## src/pkg/mzd_consts.svh

```systemverilog
`ifndef MZD_CONSTS_SVH
`define MZD_CONSTS_SVH

// zone codes on the request port
`define MZD_ZONE_CFG 2'h0
`define MZD_ZONE_OTP 2'h1
`define MZD_ZONE_DATA 2'h2

// zone sizes in bytes
`define MZD_CFG_BYTES 11'h080
`define MZD_OTP_BYTES 11'h040

// field positions in the address word
`define MZD_OFS_LSB 0
`define MZD_OFS_MSB 2
`define MZD_SLOT_LSB 3
`define MZD_SLOT_MSB 6
`define MZD_BLK_LSB 8

// per-size limits
`define MZD_SMALL_LAST_SLOT 4'h7
`define MZD_BIG_SLOT 4'h8
`define MZD_BIG_LAST_BLK 4'hc
`define MZD_SMALL_LAST_BLK 4'h1
`define MZD_SMALL_LAST_BLK_WORDS 3'h0
`define MZD_MED_LAST_BLK 4'h2
`define MZD_MED_LAST_BLK_WORDS 3'h1

// fixed slot policy masks, bit n = slot n
`define MZD_WR_CLEAR_MASK 16'h0340
`define MZD_RD_CLEAR_MASK 16'h1d00

// status bytes
`define MZD_ST_OK 8'h00
`define MZD_ST_PARSE 8'h03
`define MZD_ST_EXEC 8'h0f

`endif

```

## src/pkg/mzd_pkg.sv

```systemverilog
package mzd_pkg;

	typedef enum logic [1:0] {
		MZD_IDLE = 2'b00,
		MZD_DONE = 2'b01
	} mzd_state_t;

	typedef struct packed {
		mzd_state_t state;
		logic done;
		logic ok;
		logic [7:0] status;
		logic [10:0] byte_addr;
		logic [5:0] length;
		logic [3:0] slot;
	} mzd_regs_t;

endpackage : mzd_pkg

```

## src/rtl/mzd_slot_geom.sv

```systemverilog
`timescale 1ns/1ps
`default_nettype none
`include "mzd_consts.svh"

// validity of block/word and block-bit width for one data slot
module mzd_slot_geom (
	input wire logic [3:0] slot, // slot number
	input wire logic [3:0] blk_raw, // address bits 11 to 8
	input wire logic [2:0] ofs, // word offset
	input wire logic is_block, // 32-byte access
	output logic [3:0] blk, // block with unused bits masked
	output logic valid // block and word exist in slot
);
	always_comb begin
		blk = 4'h0;
		valid = 1'b0;
		if (slot <= `MZD_SMALL_LAST_SLOT) begin
			blk = {3'h0, blk_raw[0]}; // [RULE_13]
			if (blk < `MZD_SMALL_LAST_BLK)
				valid = 1'b1;
			else
				valid = !is_block && (ofs <= `MZD_SMALL_LAST_BLK_WORDS); // [RULE_13]
		end else if (slot == `MZD_BIG_SLOT) begin
			blk = blk_raw; // [RULE_14]
			valid = (blk <= `MZD_BIG_LAST_BLK); // [RULE_14]
		end else begin
			blk = {2'h0, blk_raw[1:0]}; // [RULE_15]
			if (blk < `MZD_MED_LAST_BLK)
				valid = 1'b1;
			else if (blk == `MZD_MED_LAST_BLK)
				valid = !is_block && (ofs <= `MZD_MED_LAST_BLK_WORDS); // [RULE_15]
		end
	end
endmodule : mzd_slot_geom

`default_nettype wire

```

## src/rtl/mzd_decoder.sv

```systemverilog
`timescale 1ns/1ps
`default_nettype none
`include "mzd_consts.svh"

// Overview of operation
// (RULE_01) Configuration zone moves only 4-byte words or 32-byte blocks.
// (RULE_02) Configuration address uses bits 4:3 block, bits 2:0 word.
// (RULE_03) Configuration byte address is block*32 plus word*4, bytes 0 to 127.
// (RULE_04) Configuration and OTP zones accept reads only, never writes.
// (RULE_05) OTP zone is 64 bytes, accessed as words or blocks.
// (RULE_06) OTP address uses bit 3 block, bits 2:0 word.
// (RULE_07) Data zone has sixteen unequal slots, each with its own policy.
// (RULE_08) Clear-text writes allowed only to slots 6, 8 and 9.
// (RULE_09) Encrypted writes are refused for every slot.
// (RULE_10) Clear-text reads allowed only from slots 8, 10, 11, 12.
// (RULE_11) Slots not granted by the policy are refused both ways.
// (RULE_12) Data address: bits 6:3 slot, bits 2:0 word, bit 7 ignored.
// (RULE_13) Slots 0-7: 36 bytes, block bit 8, block 1 word 0 only.
// (RULE_14) Slot 8: 416 bytes, blocks 0 to 0xC from bits 11:8.
// (RULE_15) Slots 9-15: 72 bytes, block bits 9:8, block 2 words 0-1.
// (RULE_16) Refused by configuration or state answers status 0x0F.
// (RULE_17) Illegal parameters regardless of configuration answer status 0x03.
// (RULE_18) A 32-byte access ignores the word field and moves the block.
// (RULE_19) Invalid block, word or policy refusal: error status, no transfer.
module mzd_decoder
	import mzd_pkg::*;
(
	input wire logic ref_clk, // 200 MHz clock
	input wire logic rst, // synchronous reset, active high
	input wire logic req_valid, // one-cycle request strobe
	input wire logic [1:0] req_zone, // zone code
	input wire logic req_write, // 1 write, 0 read
	input wire logic req_encrypted, // write carries encrypted data
	input wire logic req_block, // 1 for 32 bytes, 0 for 4 bytes
	input wire logic [15:0] req_addr, // address word
	output logic rsp_valid, // one-cycle answer strobe
	output logic rsp_ok, // access granted, transfer may proceed
	output logic [7:0] rsp_status, // status byte
	output logic [3:0] rsp_slot, // decoded slot
	output logic [10:0] rsp_byte_addr, // first byte within zone or slot
	output logic [5:0] rsp_length // bytes to transfer, 0 on refusal
);
	mzd_regs_t r_q, r_d;

	logic [3:0] slot;
	logic [2:0] ofs;
	logic [3:0] dblk;
	logic dvalid;
	logic [10:0] ba;
	logic ok;
	logic [7:0] st;
	logic [15:0] wr_mask;
	logic [15:0] rd_mask;

	// policy masks held in nets so that a slot can index them
	assign wr_mask = `MZD_WR_CLEAR_MASK;
	assign rd_mask = `MZD_RD_CLEAR_MASK;
	assign slot = req_addr[`MZD_SLOT_MSB:`MZD_SLOT_LSB]; // [RULE_12]
	assign ofs = req_block ? 3'h0 : req_addr[`MZD_OFS_MSB:`MZD_OFS_LSB]; // [RULE_18]

	mzd_slot_geom u_geom (
		.slot(slot),
		.blk_raw(req_addr[11:8]),
		.ofs(ofs),
		.is_block(req_block),
		.blk(dblk),
		.valid(dvalid)
	);

	// ---------------------------------------------------------------
	// decode and policy
	// ---------------------------------------------------------------
	always_comb begin
		ba = 11'h000;
		ok = 1'b0;
		st = `MZD_ST_PARSE;
		case (req_zone)
			`MZD_ZONE_CFG: begin
				ba = {4'h0, req_addr[4:3], ofs, 2'h0}; // [RULE_02] [RULE_03] [RULE_01]
				ok = !req_write; // [RULE_04]
				st = req_write ? `MZD_ST_EXEC : `MZD_ST_OK;
			end
			`MZD_ZONE_OTP: begin
				ba = {5'h00, req_addr[3], ofs, 2'h0}; // [RULE_06] [RULE_05]
				ok = !req_write; // [RULE_04]
				st = req_write ? `MZD_ST_EXEC : `MZD_ST_OK;
			end
			`MZD_ZONE_DATA: begin
				ba = {2'h0, dblk, ofs, 2'h0};
				if (!dvalid) begin
					st = `MZD_ST_PARSE; // [RULE_17] [RULE_19]
				end else if (req_write) begin
					ok = !req_encrypted && wr_mask[slot]; // [RULE_08] [RULE_09] [RULE_07]
					st = ok ? `MZD_ST_OK : `MZD_ST_EXEC; // [RULE_11] [RULE_16]
				end else begin
					ok = rd_mask[slot]; // [RULE_10] [RULE_07]
					st = ok ? `MZD_ST_OK : `MZD_ST_EXEC; // [RULE_11] [RULE_16]
				end
			end
			default: begin
				st = `MZD_ST_PARSE; // [RULE_17]
			end
		endcase
	end

	// ---------------------------------------------------------------
	// state
	// ---------------------------------------------------------------
	always_comb begin
		r_d = r_q;
		r_d.done = 1'b0;
		r_d.state = MZD_IDLE;
		if (req_valid) begin
			r_d.state = MZD_DONE;
			r_d.done = 1'b1;
			r_d.ok = ok;
			r_d.status = st;
			r_d.byte_addr = ok ? ba : 11'h000;
			r_d.length = !ok ? 6'h00 : (req_block ? 6'h20 : 6'h04); // [RULE_19] [RULE_01]
			r_d.slot = (req_zone == `MZD_ZONE_DATA) ? slot : 4'h0;
		end
	end

	always_ff @(posedge ref_clk) begin
		if (rst) begin
			r_q <= '{state: MZD_IDLE, done: 1'b0, ok: 1'b0, status: `MZD_ST_OK,
				byte_addr: 11'h000, length: 6'h00, slot: 4'h0};
		end else begin
			r_q <= r_d;
		end
	end

	assign rsp_valid = r_q.done;
	assign rsp_ok = r_q.ok;
	assign rsp_status = r_q.status;
	assign rsp_slot = r_q.slot;
	assign rsp_byte_addr = r_q.byte_addr;
	assign rsp_length = r_q.length;

	// ---------------------------------------------------------------
	// checks
	// ---------------------------------------------------------------
	property p_ro_zones;
		@(posedge ref_clk) disable iff (rst)
		req_valid && req_write && (req_zone != `MZD_ZONE_DATA) |=> rsp_valid && !rsp_ok;
	endproperty
	a_ro_zones: assert property (p_ro_zones) else $error("write to read-only zone granted"); // [RULE_04]

	property p_cfg_addr;
		@(posedge ref_clk) disable iff (rst)
		req_valid && !req_write && !req_block && req_zone == `MZD_ZONE_CFG
		|=> rsp_byte_addr == {4'h0, $past(req_addr[4:0]), 2'h0};
	endproperty
	a_cfg_addr: assert property (p_cfg_addr) else $error("config byte address wrong"); // [RULE_03]

	property p_otp_addr;
		@(posedge ref_clk) disable iff (rst)
		req_valid && !req_write && !req_block && req_zone == `MZD_ZONE_OTP
		|=> rsp_byte_addr == {5'h00, $past(req_addr[3:0]), 2'h0} && rsp_byte_addr < `MZD_OTP_BYTES;
	endproperty
	a_otp_addr: assert property (p_otp_addr) else $error("otp byte address wrong"); // [RULE_06]

	property p_enc_wr;
		@(posedge ref_clk) disable iff (rst)
		req_valid && req_write && req_encrypted |=> !rsp_ok && rsp_length == 6'h00;
	endproperty
	a_enc_wr: assert property (p_enc_wr) else $error("encrypted write granted"); // [RULE_09]

	property p_wr_policy;
		@(posedge ref_clk) disable iff (rst)
		rsp_valid && rsp_ok && $past(req_write) |-> rsp_slot inside {4'h6, 4'h8, 4'h9};
	endproperty
	a_wr_policy: assert property (p_wr_policy) else $error("write granted to locked slot"); // [RULE_08]

	property p_rd_policy;
		@(posedge ref_clk) disable iff (rst)
		rsp_valid && rsp_ok && !$past(req_write) && $past(req_zone) == `MZD_ZONE_DATA
		|-> rsp_slot inside {4'h8, 4'ha, 4'hb, 4'hc};
	endproperty
	a_rd_policy: assert property (p_rd_policy) else $error("read granted from locked slot"); // [RULE_10]

	property p_big_blk;
		@(posedge ref_clk) disable iff (rst)
		req_valid && req_zone == `MZD_ZONE_DATA && req_addr[6:3] == 4'h8 && req_addr[11:8] > 4'hc
		|=> !rsp_ok && rsp_status == `MZD_ST_PARSE;
	endproperty
	a_big_blk: assert property (p_big_blk) else $error("slot 8 block past end accepted"); // [RULE_14]

	property p_blk_len;
		@(posedge ref_clk) disable iff (rst)
		req_valid && req_block |=> rsp_length == (rsp_ok ? 6'h20 : 6'h00) && rsp_byte_addr[4:0] == 5'h00;
	endproperty
	a_blk_len: assert property (p_blk_len) else $error("block access not aligned or sized"); // [RULE_18]

	property p_refuse;
		@(posedge ref_clk) disable iff (rst)
		rsp_valid && !rsp_ok |-> rsp_length == 6'h00 && rsp_status != `MZD_ST_OK;
	endproperty
	a_refuse: assert property (p_refuse) else $error("refusal without error status"); // [RULE_19]

	property p_bad_zone;
		@(posedge ref_clk) disable iff (rst)
		req_valid && req_zone == 2'h3 |=> rsp_valid && !rsp_ok && rsp_status == `MZD_ST_PARSE;
	endproperty
	a_bad_zone: assert property (p_bad_zone) else $error("illegal zone not refused"); // [RULE_17]

	property p_small_tail;
		@(posedge ref_clk) disable iff (rst)
		req_valid && req_zone == `MZD_ZONE_DATA && req_addr[6:3] <= 4'h7 && req_addr[8]
		&& (req_block || req_addr[2:0] != 3'h0) |=> !rsp_ok && rsp_status == `MZD_ST_PARSE;
	endproperty
	a_small_tail: assert property (p_small_tail) else $error("small slot tail accepted"); // [RULE_13]

	property p_med_tail;
		@(posedge ref_clk) disable iff (rst)
		req_valid && req_zone == `MZD_ZONE_DATA && req_addr[6:3] >= 4'h9
		&& (req_addr[9:8] == 2'h3
		|| (req_addr[9:8] == 2'h2 && (req_block || req_addr[2:0] > 3'h1)))
		|=> !rsp_ok && rsp_status == `MZD_ST_PARSE;
	endproperty
	a_med_tail: assert property (p_med_tail) else $error("medium slot tail accepted"); // [RULE_15]

	property p_rd_refuse;
		@(posedge ref_clk) disable iff (rst)
		req_valid && req_zone == `MZD_ZONE_DATA && !req_write
		&& !(req_addr[6:3] inside {4'h8, 4'ha, 4'hb, 4'hc}) |=> !rsp_ok && rsp_length == 6'h00;
	endproperty
	a_rd_refuse: assert property (p_rd_refuse) else $error("read of locked slot granted"); // [RULE_11]
endmodule : mzd_decoder

`default_nettype wire

```

## config.mk

```make
export PLATFORM = sky130hd
export DESIGN_NAME = mzd_decoder
export DESIGN_NICKNAME = d
export VERILOG_FILES = /design/src/pkg/mzd_pkg.sv /design/src/rtl/mzd_slot_geom.sv /design/src/rtl/mzd_decoder.sv
export VERILOG_INCLUDE_DIRS = /design/src /design/src/pkg
export SDC_FILE = /design/constraint.sdc
export NUM_CORES = 1
export LEC_CHECK = 0
export BUFFER_PORTS_ARGS = -buffer_cell sky130_fd_sc_hd__buf_4
export CORE_ASPECT_RATIO = 1.75
export CORE_MARGIN = 5
export CORE_UTILIZATION = 40
export CTS_BUF_LIST = sky130_fd_sc_hd__clkbuf_16
export DETAILED_ROUTE_END_ITERATION = 12
export PLACE_DENSITY = 0.8
export SYNTH_ARGS = -nofsm -noshare
export SYNTH_HDL_FRONTEND = slang
export SYNTH_SLANG_ARGS = --single-unit
```

## constraint.sdc

```tcl
create_clock -name ref_clk -period 1.6 [get_ports ref_clk]
set_input_delay 0.4 -clock ref_clk [delete_from_list [all_inputs] [get_ports ref_clk]]
set_output_delay 0.4 -clock ref_clk [all_outputs]
set_load 0.01 [all_outputs]
```

==> reports/qor.csv <==
metric,value,unit
"Seq/Total Area, Yosys",0.329,
final setup fails,0,
syn avg cell area,8.41,sq um
clk_lat worst skew,0.25,ns
post-placement cell count,185,
unrepaired setup endpoints after global routing,true,
fin util,0.569,
Async SR Flop Fraction,0,
Setup CP Type,in2reg,
Hold Path Class,in2reg,
compound-gate portion of the synthesized area,0.241,
post-layout instance area,0.00142,sq mm
CTS Root Cell,clkbuf_16,
Tmin final,1.50,ns
# DRC,0,
Die Span X,48.4,microns
PortBufs,37,
# Post-CTS Setup Buffers,0,
Synth Cell Area,0.00103,sq mm
VDD IR max,0.681,mV
Routed WL per cell,15.0,microns
R2R setup slack,0.83,ns
maxcap violations,0,
via count,1034,
row count,24,
Startpoint Class,primary input,
crit path from,req_addr[1],
post-synthesis mux area share,0.00967,
Synth Area in XOR/XNOR,0,
Vias per Instance,5.47,
WHS Path Cells,3,
vias in the first global route,1118,
Num CTS Buffers,3,
most frequent cells in the layout,"buf_4, dfxtp_1, nand2b_1",
largest family of logic cells by synthesized area,simple AND/OR/NAND/NOR gates,
CP Capture Type,register,
Core Region,0.00249,sq mm
DPL Wire Length,2160,microns
boundary pin count,55,
drt total wl,2840,microns
Critical Path RT,1.76,ns
YS warnings,0,
Starting Density,0.415,
CP arrival,1.66,ns
Static Leakage,0.605,nW
pin count of the biggest net entering global routing,32,
Worst Path Max Fanout,7,
clk slew on worst S/H paths,0.05,ns
outcome,"complete, no violations",
post-detailed-route count of antenna-violating nets,0,
Hold Crit Start,req_addr[10],
total track usage,0.151,
Bufs on Longest Clock Path,2,
achievable frequency,668,MHz
Synth Area in Simple Gates,0.285,
first-pass GRT wire length,4640,microns
R2R Path Start,rsp_byte_addr[4],
die area,0.00374,sq mm
count of final hold-check violations,0,
"FF+latch count, synth",17,
number of synthesized flops with an enable pin,0,
Final Non-Filler Cells,189,
synthesized instance count,123,
fillers,240,
drt first-iter violations,35,
total gr overflow,0,
Area Overhead vs Synth,37.1,%
gp weighted congestion,0.736,
Total Neg Setup Slack,0,ns
Die Y,77.3,microns
period utilization,0.936,
Hold EP,rsp_byte_addr[7],
Pwr Density,835,mW/mm^2
"commonest non-fill, non-tap cell in the layout",buf_4,
Max Slew Vio Count,0,
Final #Nets,188,
Netlist cell types,38,
H-tree depth,1,
Post-Synth Adder-Cell Area,0,
initial antenna violation count,0,
R2R Path End,rsp_byte_addr[4],
n_diodes,0,
top_reg_cell synth,dfxtp_1,
TritonCTS clock tree,yes,
R2R cell count,2,
drt pass-1 iters,4,
Worst Skew,0,ns
Placed Area,0.00132,sq mm
CTS sink cnt,17,
share of cells above drive strength 1,0.362,
## synthesized netlist by cell type, drive strengths merged (3+ instances only)
cell / instances / area [sq um]
o32ai: 5 / 66.3
o21ai: 10 / 50.1
dfxtp: 17 / 340
nand4: 4 / 25.0
a31oi: 3 / 33.8
nand2b: 14 / 87.6
nand3: 5 / 25.0
nor2: 4 / 15.0
buf: 16 / 114
a21oi: 7 / 35.0
nand2: 11 / 48.8
clkbuf: 4 / 15.0
## metrics by stage
stage | worst slack, ns | hold slack, ns | power, mW
2_1_floorplan | 0.0780 | 0.483 | 0.601
3_3_place_gp | -0.182 | 0.437 | 0.682
3_5_place_dp | -0.234 | 0.451 | 0.688
4_1_cts | 0.0147 | 0.441 | 1.19
5_1_grt | -0.00860 | 0.455 | 1.23
6_report | 0.102 | 0.444 | 1.19
## report_power, final
| part | switching (mW) | total (mW) | internal, mW | leakage (nW) |
|---|---|---|---|---|
| sequential | 0.00883 | 0.450 | 0.441 | 0.139 |
| clock | 0.165 | 0.497 | 0.332 | 0.0423 |
| combinational | 0.128 | 0.238 | 0.110 | 0.424 |
## cell type report
type | count | area [sq um] | share of cell area
clock buffer | 3 | 75.1 | 0.0529
clock inverter | 1 | 3.75 | 0.00265
inverter | 2 | 7.51 | 0.00529
multi-input combinational | 95 | 622 | 0.438
sequential | 17 | 340 | 0.240
tap | 26 | 32.5 | 0.0229
timing repair buffer | 45 | 338 | 0.238
## routing by layer
metal | wire length [microns] | vias to the layer above | track usage
li1 | - | 494 | -
met1 | 986 | 482 | 0.130
met2 | 1570 | 48 | 0.276
met3 | 193 | 10 | 0.0446
met4 | 93 | 0 | 0.111
met5 | 0 | - | 0
## cells by family after synthesis
kind of cell    Yosys count
mux                       1
flops                    17
buf+inv                  22
compound gates           32
other cells               1
simple gates             50
## flip-flops by register name, indices dropped and copies added, names as in the netlist
register and flops:
rsp_byte_addr 7, rsp_slot 4, rsp_length 2, rsp_status 2, rsp_ok 1, rsp_valid 1
## repair_timing
action | in CTS | in global routing
resized for setup | 1 | 3
gates cloned | 0 | 0
endpoints found under the setup margin | 6 | 9
pin swaps | 0 | 1
hold buffers | 0 | 0
hold endpoints to repair | 0 | 0
## worst max-delay path by stage
stage               cells past startpoint  slack, ns          endpoint
finish                                  6       0.10  rsp_byte_addr[4]
global route                            6     -0.009     rsp_length[2]
CTS                                     6       0.01  rsp_byte_addr[3]
detailed placement                      6      -0.23  rsp_byte_addr[2]
global placement                        6      -0.18  rsp_byte_addr[4]
floorplan                               5       0.08  rsp_byte_addr[2]
## worst max-delay path, stage by stage
cell and delay [ns]:
buf_4 0.13, o41ai_2 0.34, o21ai_1 0.13, a31oi_4 0.26, nand2_4 0.13, o32ai_2 0.26
Note: power is estimated with default switching activity, not from simulation.
